## config.mk

```make
export PLATFORM = sky130hd
export DESIGN_NAME = pio_ports
export DESIGN_NICKNAME = d
export VERILOG_FILES = /design/src/logic/pio_pkg.sv /design/src/logic/pio_pin_if.sv /design/src/logic/pio_pins.sv /design/src/logic/pio_edge.sv /design/src/logic/pio_ports.sv
export SDC_FILE = /design/constraint.sdc
export NUM_CORES = 1
export LEC_CHECK = 0
export ABC_AREA = 1
export BUFFER_PORTS_ARGS = -buffer_cell sky130_fd_sc_hd__buf_2
export CORE_MARGIN = 2
export CORE_UTILIZATION = 40
export DETAILED_ROUTE_END_ITERATION = 10
export GPL_TIMING_DRIVEN = 0
export PLACE_DENSITY_LB_ADDON = 0.1
export SLEW_MARGIN = 10
export SYNTH_ARGS = -nofsm -noshare
export SYNTH_HDL_FRONTEND = slang
export SYNTH_SLANG_ARGS = --single-unit
```

## constraint.sdc

```tcl
create_clock -name mclk_in -period 2 [get_ports mclk_in]
set_clock_uncertainty 0.2 [all_clocks]
set_input_delay 0 -clock mclk_in [delete_from_list [all_inputs] [get_ports mclk_in]]
set_output_delay 0 -clock mclk_in [all_outputs]
set_load 0.05 [all_outputs]
```

## src/logic/pio_pkg.sv

```systemverilog
// constants, register map and types shared by the parallel port block
package pio_pkg;
  // ============================================================
  // bus and register indices (byte address = index * 4)
  // ============================================================
  localparam int ADDR_W = 16;
  localparam int IDX_W = 14;
  localparam logic [IDX_W-1:0] IDX_TIMER_PORT = 14'h1000;
  localparam logic [IDX_W-1:0] IDX_PARALLEL_CONTROL = 14'h1002;
  localparam logic [IDX_W-1:0] IDX_ADDR_DATA_PORT = 14'h1003;
  localparam logic [IDX_W-1:0] IDX_HIGH_ADDR_PORT = 14'h1004;
  localparam logic [IDX_W-1:0] IDX_STROBE_LATCH = 14'h1005;
  localparam logic [IDX_W-1:0] IDX_BUS_PORT_DIR = 14'h1007;
  localparam logic [IDX_W-1:0] IDX_SERIAL_PORT = 14'h1008;
  localparam logic [IDX_W-1:0] IDX_SERIAL_PORT_DIR = 14'h1009;
  localparam logic [IDX_W-1:0] IDX_PULSE_ACCUM_CTRL = 14'h1026;
  localparam logic [IDX_W-1:0] IDX_MODE_STATUS = 14'h1040;
  localparam logic [1:0] RESP_OKAY = 2'h0;
  localparam logic [1:0] RESP_SLVERR = 2'h2;
  // ============================================================
  // port widths and line masks
  // ============================================================
  localparam int PORT_W = 8;
  localparam int SERIAL_W = 6;
  localparam int TOTAL_LINES = 38;
  localparam logic [7:0] TIMER_OUT_ONLY_MASK = 8'h70;
  localparam int LINE7 = 7;
  localparam int LINE3 = 3;
  localparam int LINE5 = 5;
  // ============================================================
  // field positions
  // ============================================================
  localparam int PAC_LINE7_DIR_BIT = 7;
  localparam int PAC_LINE3_DIR_BIT = 3;
  localparam int PC_STROBE_A_FLAG_BIT = 7;
  localparam int PC_CWOM_BIT = 5;
  localparam int PC_HNDS_BIT = 4;
  localparam int PC_OIN_BIT = 3;
  localparam int PC_EGA_BIT = 1;
  localparam logic [7:0] PC_WRITE_MASK = 8'h7F;
  // ============================================================
  // reset values
  // ============================================================
  localparam logic [7:0] BYTE_ZERO = 8'h00;
  localparam logic [7:0] HIGH_ADDR_PORT_RESET = 8'h00;
  localparam logic [7:0] PULSE_ACCUM_RESET = 8'h00;
  localparam logic [7:0] DIR_RESET = 8'h00;
  localparam logic [7:0] PARALLEL_CONTROL_RESET = 8'h00;
  // ============================================================
  // operating modes, strap code is {modb, moda}
  // ============================================================
  localparam logic [1:0] STRAP_BOOT = 2'h0;
  localparam logic [1:0] STRAP_TEST = 2'h1;
  localparam logic [1:0] STRAP_SINGLE = 2'h2;
  localparam logic [1:0] STRAP_EXPANDED = 2'h3;
  typedef enum logic [3:0] {
    PIO_MODE_SINGLE = 4'h1,
    PIO_MODE_EXPANDED = 4'h2,
    PIO_MODE_BOOT = 4'h4,
    PIO_MODE_TEST = 4'h8
  } pio_mode_e;
endpackage

```

## src/logic/pio_pin_if.sv

```systemverilog
// carrier between the port core and one bank of pin drivers
`timescale 1ns/1ps
interface pio_pin_if #(parameter int W = 8);
  logic [W-1:0] data;
  logic [W-1:0] drive;
  logic [W-1:0] open_drain;
  logic [W-1:0] level;
  modport core (output data, output drive, output open_drain, input level);
  modport pins (input data, input drive, input open_drain, output level);
endinterface

```

## src/logic/pio_pins.sv

```systemverilog
// registered pin driver bank with optional open-drain output
`timescale 1ns/1ps
module pio_pins #(parameter int W = 8) (
  input wire logic mclk_in,
  input wire logic reset_in,
  pio_pin_if.pins bank,
  input wire logic [W-1:0] pin_in,
  output logic [W-1:0] pin_out,
  output logic [W-1:0] pin_oe_out
);
  logic [W-1:0] out_reg;
  logic [W-1:0] oe_reg;
  logic [W-1:0] level_reg;
  logic [W-1:0] oe_next;

  // open-drain lines only ever pull low
  assign oe_next = bank.drive & ~(bank.open_drain & bank.data);

  always_ff @(posedge mclk_in) begin
    if (reset_in) begin
      out_reg <= '0;
      oe_reg <= '0;
      level_reg <= '0;
    end else begin
      out_reg <= bank.data & ~bank.open_drain;
      oe_reg <= oe_next;
      level_reg <= pin_in;
    end
  end

  assign pin_out = out_reg;
  assign pin_oe_out = oe_reg;
  assign bank.level = level_reg;
endmodule

```

## src/logic/pio_edge.sv

```systemverilog
// edge detector with selectable active edge
`timescale 1ns/1ps
module pio_edge (
  input wire logic mclk_in,
  input wire logic reset_in,
  input wire logic sig_in,
  input wire logic rising_sel_in,
  output logic edge_out
);
  logic prev_reg;
  logic rise;
  logic fall;

  assign rise = sig_in & ~prev_reg;
  assign fall = ~sig_in & prev_reg;
  assign edge_out = rising_sel_in ? rise : fall;

  always_ff @(posedge mclk_in) begin
    if (reset_in) begin
      prev_reg <= 1'b0;
    end else begin
      prev_reg <= sig_in;
    end
  end
endmodule

```

## src/logic/pio_ports.sv

```systemverilog
// parallel ports a to d with their register file on an axi4-lite slave
//
// Overview of operation
// - five ports with up to 38 lines total, usable count depends on mode; this block has ports a to d only, 30 lines
// - port a: three input-only, three output-only, two bidirectional timer lines
// - line 7 direction bit 0 input 1 output; output compare overrides it
// - line 7 always feeds the pulse accumulator input, even as output
// - line 3 direction bit 0 input 1 output; output compare overrides it
// - port b is general output in single-chip/bootstrap, high address otherwise
// - port c directions clear at reset so lines start as inputs
// - expanded/test: port c carries address/data; its register goes external
// - each active strobe a edge captures port c pins into the latch, except under output handshake
// - latch read returns last capture; after armed control read, a latch read (write under output handshake) clears flag
// - port c direction 0 input 1 output; output handshake selects three-state
// - port d lines 5..0 serve general i/o or serial and spi
// - reset clears port d directions so lines 5..0 become inputs
// - data of high-impedance inputs is indeterminate after reset
// - line 5 output with spi master: general output, mode fault disabled
//
// Design decision made here: the AXI4-Lite slave port.
`timescale 1ns/1ps
module pio_ports (
  input wire logic mclk_in,
  input wire logic reset_in,
  input wire logic [1:0] mode_strap_in,
  // axi4-lite slave
  input wire logic s_axi_awvalid,
  output logic s_axi_awready,
  input wire logic [15:0] s_axi_awaddr,
  input wire logic s_axi_wvalid,
  output logic s_axi_wready,
  input wire logic [31:0] s_axi_wdata,
  input wire logic [3:0] s_axi_wstrb,
  output logic s_axi_bvalid,
  input wire logic s_axi_bready,
  output logic [1:0] s_axi_bresp,
  input wire logic s_axi_arvalid,
  output logic s_axi_arready,
  input wire logic [15:0] s_axi_araddr,
  output logic s_axi_rvalid,
  input wire logic s_axi_rready,
  output logic [31:0] s_axi_rdata,
  output logic [1:0] s_axi_rresp,
  // port a and timer
  input wire logic [7:0] timer_port_in,
  output logic [7:0] timer_port_out,
  output logic [7:0] timer_port_oe_out,
  input wire logic [4:0] compare_force_in,
  input wire logic [4:0] compare_level_in,
  output logic pulse_accum_input_out,
  output logic [3:0] capture_out,
  // port b and external bus
  input wire logic [7:0] ext_addr_high_in,
  output logic [7:0] high_address_port_out,
  output logic [7:0] high_address_port_oe_out,
  // port c
  input wire logic [7:0] address_data_port_in,
  output logic [7:0] address_data_port_out,
  output logic [7:0] address_data_port_oe_out,
  input wire logic [7:0] ext_addr_data_in,
  input wire logic ext_addr_data_drive_in,
  input wire logic strobe_input_a_in,
  // port d and serial subsystems
  input wire logic [5:0] serial_port_in,
  output logic [5:0] serial_port_out,
  output logic [5:0] serial_port_oe_out,
  input wire logic [5:0] alt_enable_in,
  input wire logic [5:0] alt_level_in,
  input wire logic [5:0] alt_drive_in,
  input wire logic spi_master_select_in,
  output logic [5:0] serial_pin_level_out,
  output logic mode_fault_disable_out
);
  // ============================================================
  // state
  // ============================================================
  pio_pkg::pio_mode_e mode_reg;
  logic [7:0] timer_port_data_reg;
  logic [7:0] high_address_port_data_reg;
  logic [7:0] address_data_port_data_reg;
  logic [7:0] strobe_latched_input_reg;
  logic [7:0] bus_port_direction_reg;
  logic [5:0] serial_port_data_reg;
  logic [5:0] serial_port_direction_reg;
  logic [7:0] pulse_accum_control_reg;
  logic [6:0] parallel_control_reg;
  logic strobe_a_flag_reg;
  logic flag_armed_reg;
  logic mode_fault_disable_reg;
  logic awready_reg;
  logic wready_reg;
  logic aw_held_reg;
  logic w_held_reg;
  logic [15:0] awaddr_reg;
  logic [7:0] wdata_reg;
  logic wstrb_reg;
  logic bvalid_reg;
  logic [1:0] bresp_reg;
  logic arready_reg;
  logic rvalid_reg;
  logic [7:0] rdata_reg;
  logic [1:0] rresp_reg;

  pio_pin_if #(.W(pio_pkg::PORT_W)) bank_a ();
  pio_pin_if #(.W(pio_pkg::PORT_W)) bank_b ();
  pio_pin_if #(.W(pio_pkg::PORT_W)) bank_c ();
  pio_pin_if #(.W(pio_pkg::SERIAL_W)) bank_d ();

  // ============================================================
  // mode decode
  // ============================================================
  pio_pkg::pio_mode_e strap_mode;
  logic bus_mode;
  logic single_chip;
  assign strap_mode = (mode_strap_in == pio_pkg::STRAP_SINGLE) ? pio_pkg::PIO_MODE_SINGLE :
                      (mode_strap_in == pio_pkg::STRAP_EXPANDED) ? pio_pkg::PIO_MODE_EXPANDED :
                      (mode_strap_in == pio_pkg::STRAP_TEST) ? pio_pkg::PIO_MODE_TEST :
                      pio_pkg::PIO_MODE_BOOT;
  assign bus_mode = (mode_reg == pio_pkg::PIO_MODE_EXPANDED) || (mode_reg == pio_pkg::PIO_MODE_TEST);
  assign single_chip = (mode_reg == pio_pkg::PIO_MODE_SINGLE);

  // ============================================================
  // port a: timer lines
  // ============================================================
  logic [7:0] a_force;
  logic [7:0] a_bidir_drive;
  assign a_force = {compare_force_in, 3'h0};
  assign a_bidir_drive[pio_pkg::LINE7] = pulse_accum_control_reg[pio_pkg::PAC_LINE7_DIR_BIT] |
                                         compare_force_in[4];
  assign a_bidir_drive[pio_pkg::LINE3] = pulse_accum_control_reg[pio_pkg::PAC_LINE3_DIR_BIT] |
                                         compare_force_in[0];
  assign a_bidir_drive[6:4] = 3'h0;
  assign a_bidir_drive[2:0] = 3'h0;
  assign bank_a.drive = pio_pkg::TIMER_OUT_ONLY_MASK | a_bidir_drive;
  assign bank_a.data = (a_force & {compare_level_in, 3'h0}) | (~a_force & timer_port_data_reg);
  assign bank_a.open_drain = pio_pkg::BYTE_ZERO;
  assign pulse_accum_input_out = bank_a.level[pio_pkg::LINE7];
  assign capture_out = {bank_a.level[3], bank_a.level[0], bank_a.level[1], bank_a.level[2]};

  // ============================================================
  // port b: general outputs or high address
  // ============================================================
  assign bank_b.data = bus_mode ? ext_addr_high_in : high_address_port_data_reg;
  assign bank_b.drive = ~pio_pkg::BYTE_ZERO;
  assign bank_b.open_drain = pio_pkg::BYTE_ZERO;

  // ============================================================
  // port c: address/data bus or handshake port
  // ============================================================
  logic out_handshake;
  logic strobe_active_level;
  logic strobe_edge;
  logic [7:0] c_port_drive;
  assign out_handshake = parallel_control_reg[pio_pkg::PC_HNDS_BIT] & parallel_control_reg[pio_pkg::PC_OIN_BIT];
  assign strobe_active_level = strobe_input_a_in ^ parallel_control_reg[pio_pkg::PC_EGA_BIT];
  // output handshake: lines drive while strobe a is at its active level
  assign c_port_drive = (out_handshake && strobe_active_level) ? ~pio_pkg::BYTE_ZERO :
                        bus_port_direction_reg;
  assign bank_c.data = bus_mode ? ext_addr_data_in :
                       (out_handshake ? strobe_latched_input_reg : address_data_port_data_reg);
  assign bank_c.drive = bus_mode ? {8{ext_addr_data_drive_in}} : c_port_drive;
  assign bank_c.open_drain = (bus_mode || !parallel_control_reg[pio_pkg::PC_CWOM_BIT]) ?
                             pio_pkg::BYTE_ZERO : ~pio_pkg::BYTE_ZERO;

  pio_edge u_strobe_edge (
    .mclk_in(mclk_in),
    .reset_in(reset_in),
    .sig_in(strobe_input_a_in),
    .rising_sel_in(parallel_control_reg[pio_pkg::PC_EGA_BIT]),
    .edge_out(strobe_edge)
  );

  // ============================================================
  // port d: serial and spi lines
  // ============================================================
  logic [5:0] d_alt;
  logic line5_general;
  assign line5_general = serial_port_direction_reg[pio_pkg::LINE5] & spi_master_select_in;
  assign d_alt = alt_enable_in & ~{line5_general, 5'h00};
  assign bank_d.data = (d_alt & alt_level_in) | (~d_alt & serial_port_data_reg);
  assign bank_d.drive = (d_alt & alt_drive_in) | (~d_alt & serial_port_direction_reg);
  assign bank_d.open_drain = 6'h00;
  assign serial_pin_level_out = bank_d.level;

  pio_pins #(.W(pio_pkg::PORT_W)) u_pins_a (
    .mclk_in(mclk_in), .reset_in(reset_in), .bank(bank_a),
    .pin_in(timer_port_in), .pin_out(timer_port_out), .pin_oe_out(timer_port_oe_out)
  );
  pio_pins #(.W(pio_pkg::PORT_W)) u_pins_b (
    .mclk_in(mclk_in), .reset_in(reset_in), .bank(bank_b),
    .pin_in(pio_pkg::BYTE_ZERO), .pin_out(high_address_port_out), .pin_oe_out(high_address_port_oe_out)
  );
  pio_pins #(.W(pio_pkg::PORT_W)) u_pins_c (
    .mclk_in(mclk_in), .reset_in(reset_in), .bank(bank_c),
    .pin_in(address_data_port_in), .pin_out(address_data_port_out), .pin_oe_out(address_data_port_oe_out)
  );
  pio_pins #(.W(pio_pkg::SERIAL_W)) u_pins_d (
    .mclk_in(mclk_in), .reset_in(reset_in), .bank(bank_d),
    .pin_in(serial_port_in), .pin_out(serial_port_out), .pin_oe_out(serial_port_oe_out)
  );

  // ============================================================
  // axi4-lite handshakes
  // ============================================================
  logic aw_take;
  logic w_take;
  logic wr_do;
  logic rd_take;
  logic [pio_pkg::IDX_W-1:0] wr_idx;
  logic [pio_pkg::IDX_W-1:0] rd_idx;
  logic wr_en;
  assign aw_take = s_axi_awvalid & awready_reg;
  assign w_take = s_axi_wvalid & wready_reg;
  assign wr_do = aw_held_reg & w_held_reg & ~bvalid_reg;
  assign rd_take = s_axi_arvalid & arready_reg;
  assign wr_idx = awaddr_reg[pio_pkg::ADDR_W-1:2];
  assign rd_idx = s_axi_araddr[pio_pkg::ADDR_W-1:2];
  assign wr_en = wr_do & wstrb_reg;

  // ============================================================
  // address decode
  // ============================================================
  logic wr_hit;
  logic rd_hit;
  logic [7:0] rd_byte;
  logic wr_timer;
  logic wr_addr_data;
  logic wr_high_addr;
  logic wr_latch;
  logic wr_bus_dir;
  logic wr_serial;
  logic wr_serial_dir;
  logic wr_pulse_accum;
  logic wr_parallel;
  logic rd_latch;
  logic rd_parallel;
  assign wr_timer = wr_en && wr_idx == pio_pkg::IDX_TIMER_PORT;
  // port c register is external in bus modes
  assign wr_addr_data = wr_en && !bus_mode && wr_idx == pio_pkg::IDX_ADDR_DATA_PORT;
  assign wr_high_addr = wr_en && wr_idx == pio_pkg::IDX_HIGH_ADDR_PORT;
  assign wr_latch = wr_en && wr_idx == pio_pkg::IDX_STROBE_LATCH;
  assign wr_bus_dir = wr_en && wr_idx == pio_pkg::IDX_BUS_PORT_DIR;
  assign wr_serial = wr_en && wr_idx == pio_pkg::IDX_SERIAL_PORT;
  assign wr_serial_dir = wr_en && wr_idx == pio_pkg::IDX_SERIAL_PORT_DIR;
  assign wr_pulse_accum = wr_en && wr_idx == pio_pkg::IDX_PULSE_ACCUM_CTRL;
  assign wr_parallel = wr_en && wr_idx == pio_pkg::IDX_PARALLEL_CONTROL;
  assign rd_latch = rd_take && rd_idx == pio_pkg::IDX_STROBE_LATCH;
  assign rd_parallel = rd_take && rd_idx == pio_pkg::IDX_PARALLEL_CONTROL;
  assign wr_hit = (wr_idx == pio_pkg::IDX_TIMER_PORT) || (wr_idx == pio_pkg::IDX_ADDR_DATA_PORT) ||
                  (wr_idx == pio_pkg::IDX_HIGH_ADDR_PORT) || (wr_idx == pio_pkg::IDX_STROBE_LATCH) ||
                  (wr_idx == pio_pkg::IDX_BUS_PORT_DIR) || (wr_idx == pio_pkg::IDX_SERIAL_PORT) ||
                  (wr_idx == pio_pkg::IDX_SERIAL_PORT_DIR) || (wr_idx == pio_pkg::IDX_PULSE_ACCUM_CTRL) ||
                  (wr_idx == pio_pkg::IDX_PARALLEL_CONTROL) || (wr_idx == pio_pkg::IDX_MODE_STATUS);

  // ports a, c and d read back pin levels, so undriven inputs read whatever the pins show; port b reads its register
  always_comb begin
    rd_hit = 1'b1;
    rd_byte = pio_pkg::BYTE_ZERO;
    case (rd_idx)
      pio_pkg::IDX_TIMER_PORT: rd_byte = bank_a.level;
      pio_pkg::IDX_ADDR_DATA_PORT: rd_byte = bank_c.level;
      pio_pkg::IDX_HIGH_ADDR_PORT: rd_byte = high_address_port_data_reg;
      pio_pkg::IDX_STROBE_LATCH: rd_byte = strobe_latched_input_reg;
      pio_pkg::IDX_BUS_PORT_DIR: rd_byte = bus_port_direction_reg;
      pio_pkg::IDX_SERIAL_PORT: rd_byte = {2'h0, bank_d.level};
      pio_pkg::IDX_SERIAL_PORT_DIR: rd_byte = {2'h0, serial_port_direction_reg};
      pio_pkg::IDX_PULSE_ACCUM_CTRL: rd_byte = pulse_accum_control_reg;
      pio_pkg::IDX_PARALLEL_CONTROL: rd_byte = {strobe_a_flag_reg, parallel_control_reg};
      pio_pkg::IDX_MODE_STATUS: rd_byte = {4'h0, mode_reg};
      default: rd_hit = 1'b0;
    endcase
  end

  // ============================================================
  // strobe a flag: set wins over the clearing sequence
  // ============================================================
  logic flag_clear;
  logic strobe_a_flag_next;
  logic flag_armed_next;
  assign flag_clear = flag_armed_reg & (out_handshake ? wr_latch : rd_latch);
  assign strobe_a_flag_next = (single_chip & strobe_edge) | (strobe_a_flag_reg & ~flag_clear);
  assign flag_armed_next = (rd_parallel & strobe_a_flag_reg) | (flag_armed_reg & ~flag_clear);

  // ============================================================
  // registers
  // ============================================================
  always_ff @(posedge mclk_in) begin
    if (reset_in) begin
      mode_reg <= strap_mode;
      timer_port_data_reg <= pio_pkg::BYTE_ZERO;
      high_address_port_data_reg <= pio_pkg::HIGH_ADDR_PORT_RESET;
      address_data_port_data_reg <= pio_pkg::BYTE_ZERO;
      strobe_latched_input_reg <= pio_pkg::BYTE_ZERO;
      bus_port_direction_reg <= pio_pkg::DIR_RESET;
      serial_port_data_reg <= 6'h00;
      serial_port_direction_reg <= 6'h00;
      pulse_accum_control_reg <= pio_pkg::PULSE_ACCUM_RESET;
      parallel_control_reg <= pio_pkg::PARALLEL_CONTROL_RESET[6:0];
      strobe_a_flag_reg <= 1'b0;
      flag_armed_reg <= 1'b0;
      mode_fault_disable_reg <= 1'b0;
    end else begin
      if (wr_timer) timer_port_data_reg <= wdata_reg;
      if (wr_high_addr) high_address_port_data_reg <= wdata_reg;
      if (wr_addr_data) address_data_port_data_reg <= wdata_reg;
      if (strobe_edge && !out_handshake) begin
        strobe_latched_input_reg <= bank_c.level;
      end else if (wr_latch) begin
        strobe_latched_input_reg <= wdata_reg;
      end
      if (wr_bus_dir) bus_port_direction_reg <= wdata_reg;
      if (wr_serial) serial_port_data_reg <= wdata_reg[5:0];
      if (wr_serial_dir) serial_port_direction_reg <= wdata_reg[5:0];
      if (wr_pulse_accum) pulse_accum_control_reg <= wdata_reg;
      if (wr_parallel) parallel_control_reg <= wdata_reg[6:0] & pio_pkg::PC_WRITE_MASK[6:0];
      strobe_a_flag_reg <= strobe_a_flag_next;
      flag_armed_reg <= flag_armed_next;
      mode_fault_disable_reg <= line5_general;
    end
  end

  always_ff @(posedge mclk_in) begin
    if (reset_in) begin
      awready_reg <= 1'b1;
      wready_reg <= 1'b1;
      aw_held_reg <= 1'b0;
      w_held_reg <= 1'b0;
      awaddr_reg <= '0;
      wdata_reg <= pio_pkg::BYTE_ZERO;
      wstrb_reg <= 1'b0;
      bvalid_reg <= 1'b0;
      bresp_reg <= pio_pkg::RESP_OKAY;
    end else begin
      if (aw_take) begin
        awready_reg <= 1'b0;
        aw_held_reg <= 1'b1;
        awaddr_reg <= s_axi_awaddr;
      end
      if (w_take) begin
        wready_reg <= 1'b0;
        w_held_reg <= 1'b1;
        wdata_reg <= s_axi_wdata[7:0];
        wstrb_reg <= s_axi_wstrb[0];
      end
      if (wr_do) begin
        aw_held_reg <= 1'b0;
        w_held_reg <= 1'b0;
        bvalid_reg <= 1'b1;
        bresp_reg <= wr_hit ? pio_pkg::RESP_OKAY : pio_pkg::RESP_SLVERR;
      end else if (bvalid_reg && s_axi_bready) begin
        bvalid_reg <= 1'b0;
        awready_reg <= 1'b1;
        wready_reg <= 1'b1;
      end
    end
  end

  always_ff @(posedge mclk_in) begin
    if (reset_in) begin
      arready_reg <= 1'b1;
      rvalid_reg <= 1'b0;
      rdata_reg <= pio_pkg::BYTE_ZERO;
      rresp_reg <= pio_pkg::RESP_OKAY;
    end else if (rd_take) begin
      arready_reg <= 1'b0;
      rvalid_reg <= 1'b1;
      rdata_reg <= rd_byte;
      rresp_reg <= rd_hit ? pio_pkg::RESP_OKAY : pio_pkg::RESP_SLVERR;
    end else if (rvalid_reg && s_axi_rready) begin
      rvalid_reg <= 1'b0;
      arready_reg <= 1'b1;
    end
  end

  // ============================================================
  // outputs
  // ============================================================
  assign s_axi_awready = awready_reg;
  assign s_axi_wready = wready_reg;
  assign s_axi_bvalid = bvalid_reg;
  assign s_axi_bresp = bresp_reg;
  assign s_axi_arready = arready_reg;
  assign s_axi_rvalid = rvalid_reg;
  assign s_axi_rdata = {24'h000000, rdata_reg};
  assign s_axi_rresp = rresp_reg;
  assign mode_fault_disable_out = mode_fault_disable_reg;
endmodule

```

# Yosys cells after proc, flatten, opt, wreduce, memory -nomap -nowiden
# Index checks and enable logic that the tools add are counted.
# totals
register_bits,201
input_bits,146
out_inout_bits,113
wordCells,174
# classes
n_eq_ne,26
muxes,30
n_bitwise,42
reduce_logical,36
# op_table
op,count
14-bit by 13-bit == test with 1-bit output (second input constant),20
8-bit case mux with 10 select lines,1
8-bit 2-to-1 mux,9
8-bit bitwise AND,5
6-bit bitwise AND,5
8-bit inverter,3
1-bit logical AND,16
1-bit bitwise AND,15
1-bit 2-to-1 mux,15
6-bit inverter,2
6-bit OR,2
1-bit logical OR,11
10-bit OR reduction,1
8-bit OR,1
7-bit 2-to-1 mux,1
2-bit 2-to-1 mux,3
2-bit nonzero test,3
2-bit == test (second input constant),2
4-bit by 1-bit == test with 1-bit output (second input constant),1
4-bit by 2-bit == test with 1-bit output (second input constant),1
4-bit == test (second input constant),1
4-bit 2-to-1 mux,1
1-bit inverter,4
1-bit OR,4
other kinds (4),7

# Depth between registers and ports, before layout
# logic_depth
word_depth,11
ltp_mapped,12
ltp_nobuf,12

# Hierarchy
# From an unflattened synthesis, not the netlist that was laid out.
# unflattened
cells_unflattened,1249
area_unflattened_um2,9092.5
# modules_own_cells
mod,n_inst,cells_each,area_each_um2,seq_area_each_um2
pio_ports,1,900,6165.9,2322.2
pio_pins (u_pins_a ...),3,91,773.2,480.5
pio_pins (u_pins_d),1,68,558.0,360.3
pio_edge,1,8,48.8,20.0

# Least setup slack after synthesis
# No wires, ideal clock.
# synth_path
path_type,register -> register
startpoint,"register bvalid_reg, in the netlist s_axi_bvalid"
endpoint,register address_data_port_data_reg[5]
setup_time_ps,121
arrival_ps,1514
required_time_ps,1679
setup_slack_ps,165
path_stages_with_launch,8
path_buffers,1
synth_period_minus_slack_ps,1835
cell_sequence,dfxtp_1 > nand3b_4 > nor2_8 > nand2_1 > nor2_8 > buf_8 > o21ai_1 > a21oi_2
# synth_between
elab_chain_cells,5
# synth_lines
item,line_no,source
start: declaration,pio_ports.sv:97,logic bvalid_reg;
start signal: assignment,pio_ports.sv:331,bvalid_reg <= 1'b0;
start signal: assignment,pio_ports.sv:348,bvalid_reg <= 1'b1;
start signal: assignment,pio_ports.sv:351,bvalid_reg <= 1'b0;
1-bit inverter,pio_ports.sv:214,assign wr_do = aw_held_reg & w_held_reg & ~bvalid_reg;
1-bit bitwise AND,pio_ports.sv:214,
1-bit bitwise AND,pio_ports.sv:218,assign wr_en = wr_do & wstrb_reg;
1-bit logical AND (2 in series),pio_ports.sv:239,assign wr_addr_data = wr_en && !bus_mode && wr_idx == pio_pkg::IDX_ADDR_DATA_PORT;
end signal: assignment,pio_ports.sv:292,address_data_port_data_reg <= pio_pkg::BYTE_ZERO;
end signal: assignment,pio_ports.sv:305,if (wr_addr_data) address_data_port_data_reg <= wdata_reg;
end: declaration,pio_ports.sv:80,logic [7:0] address_data_port_data_reg;
# Every way passes these cells.
# A chain may end at the register's enable or synchronous reset.

# Worst setup path after layout
# layout_path
startpoint,register awaddr_reg[15]
endpoint,register bus_port_direction_reg[5]
# layout_between
elab_chain_cells,2
# layout_lines
item,line_no,source
start: declaration,pio_ports.sv:94,logic [15:0] awaddr_reg;
start signal: assignment,pio_ports.sv:337,awaddr_reg <= s_axi_awaddr;
14-bit by 13-bit == test with 1-bit output,pio_ports.sv:242,assign wr_bus_dir = wr_en && wr_idx == pio_pkg::IDX_BUS_PORT_DIR;
1-bit logical AND,pio_ports.sv:242,
end signal: assignment,pio_ports.sv:294,bus_port_direction_reg <= pio_pkg::DIR_RESET;
end signal: assignment,pio_ports.sv:311,if (wr_bus_dir) bus_port_direction_reg <= wdata_reg;
end: declaration,pio_ports.sv:82,logic [7:0] bus_port_direction_reg;
# Every way passes these cells.

==> flow_summary.ini <==
[cts]
numCtsBuffers = 17
cts_buffer_depth = 2
cts.sinks = 184
cts-htree-levels = 4
path_clk_slew_ns = 0.07
cts-root-buf = clkbuf_16
cts_tree = yes
worstSkewPairLatency_ns = 0.43

[synthesis]
avgSynthCellArea_um2 = 7.61
synthAdderAreaFrac_pct = 0
synth_warnings = 0
muxShareOfSynthArea_pct = 0.988
syn_inst = 1065
yosys.area_share.simple_pct = 22.9
ys_types = 36
ys_ff_latch = 184
synth_area_um2 = 8110
synth_compound_area_share_pct = 17.1
synth_top_family_by_area = simple AND/OR/NAND/NOR gates
synth_xor_area_share_pct = 0
ys_seq_area_share_pct = 45.9

[setup_path]
worstSetupStartpointType = flop
crit_required_ns = 2.17
path_class = reg -> reg
cp_max_fo = 10
r2r_cells = 11
worst_setup_path_end_kind = flop
worst_ep_arrival_time_ns = 2.05

[power_and_ir_drop]
powerDensity_nw_per_um2 = 737
p_leak_nw = 5.46
ir_drop_mv = 0.598
power_mw = 8.48

[global_route]
antenna_found_initial = 0
gr-usage-all-layers_pct = 23.5
grt_pass1_vias = 7509
grt_max_degree = 17
grt_overflow = 0
grt_pass1_wl_um = 39400

[finish]
drive_gt1_share_pct = 23.3
antenna_cells = 0
stdcell_area_um2 = 11500
syn_to_final_growth_pct = 41.9
utilization_pct = 57.4
fin_nets = 1595
largest_reg_flops = 14
fillers = 1965
instances_no_fill = 1731

[place]
gp_routability_congestion = 0.862
dpl_cell_area_um2 = 9540
dp.final_hpwl_um = 18300
port_buffers = 198
dp_slack_ns = -0.107
dp_cells = 1561

[die]
core_region_area_um2 = 20000
die_h_um = 146
die-area_um2 = 21400
dieWidth_um = 146
initial_core_util_pct = 40.5
ios = 259
row_count = 52

[sta]
fin_crit_ns = 1.88
fin_crit_sh_pct = 94.0
setup_violations = 0
hold_viol = 0
worst_slack_ns = 0.119
slew_viol_final = 0
whs_ns = 0.0157
tightestPinTransition_ns = 0.838
fmax_mhz = 532
tns_ns = 0
relSlewSlack_pct = 44.1

[route]
wl_um = 25400
drc_errors = 0
postRouteAntennaNets = 0
detailedRoute.firstIterationViolations = 548
wl_per_cell_um = 14.7
dr_total_vias = 8127
avgViaCountPerCell = 4.69
first_pass_iters = 5

[run]
cap_viol_max_count = 0

[run_status]
status = finished, final reports clean

[hold_path]
whs_path_depth = 7
worstHoldPathType = in -> reg
cells by family after synthesis:
family | Yosys count
other | 1
AOI/OAI and AO/OA | 269
and+or+nand+nor | 381
muxes | 8
DFF | 184
buffers and inverters | 222
synthesized netlist by cell type, drive strengths merged:
| master | count | area share (%) |
|---|---|---|
| and3 | 1 | 0.077 |
| clkbuf | 28 | 1.3 |
| nand3 | 87 | 5.9 |
| nor2 | 133 | 8.1 |
| mux2i | 8 | 0.99 |
| a211oi | 8 | 0.74 |
| nor3b | 1 | 0.093 |
| nor3 | 4 | 0.25 |
| conb | 1 | 0.046 |
| nand4 | 11 | 1.1 |
| buf | 60 | 5.5 |
| o21ai | 123 | 7.6 |
| nand2 | 137 | 6.6 |
| nor4 | 1 | 0.077 |
| nand3b | 6 | 0.71 |
| a21oi | 138 | 8.8 |
| edfxtp | 4 | 1.5 |
| inv | 134 | 6.2 |
| dfxtp | 180 | 44 |
cell usage in the layout (no fill, tap or decap), types with 29 or more instances in the layout:
master / instances
a21oi_1: 132
buf_2: 205
buf_4: 51
conb_1: 29
dfxtp_1: 180
dlygate4sd3_1: 134
inv_1: 129
nand2_1: 132
nand3_1: 83
nor2_1: 108
o21ai_0: 108
what timing repair did:
action / 4_1_cts / 5_1_grt
setup endpoints to repair: 10 / 51
pin swaps: 0 / 2
gates resized for setup: 1 / 5
setup buffers: 0 / 5
hold endpoints to repair: 117 / 6
hold buffers: 133 / 1
report_power, final:
part	switching (mW)	internal [mW]	total, mW
registers	0.0881	3.81	3.90
clock network	1.51	1.73	3.24
logic	0.851	0.490	1.34
total	2.45	6.03	8.48
routing by layer:
metal | track usage (%) | vias up | wire length, µm | share of wire (%)
li1 | - | 4168 | - | -
met3 | 4.34 | 30 | 1360 | 5.4
met2 | 40.0 | 256 | 12200 | 48
met5 | 0 | - | 0 | 0
met1 | 30.6 | 3673 | 11500 | 45
met4 | 6.60 | 0 | 445 | 1.8
worst paths after layout:
path                                                  end                   start  slack [ns]
worst min-delay path                       s_axi_rresp[1]         s_axi_araddr[8]        0.02
worst min register to register        u_pins_a.pin_out[0]  timer_port_data_reg[0]        0.23
worst max-delay path            bus_port_direction_reg[5]          awaddr_reg[15]        0.12
worst max register to register  bus_port_direction_reg[5]          awaddr_reg[15]        0.12
cell type report:
class                      count  area [µm²]  area share [%]
clock inverter                12         123            1.07
sequential                   184        3720            32.4
inverter                     134         503            4.37
buffer                        88         556            4.83
clock buffer                  19         433            3.76
multi-input combinational    687        3440            29.9
timing repair buffer         337        2380            20.7
tap                          270         338            2.94
worst max-delay path: stages, from the launching register on:
cell	delay, ns
dfxtp_1	0.31
inv_2	0.05
nand2_1	0.05
nor2_2	0.11
nand2_2	0.12
nor2_8	0.18
buf_4	0.17
nand3_4	0.09
nor2_8	0.19
buf_8	0.16
o21ai_1	0.07
a21oi_2	0.12
Power figures use the tool's default switching activity.
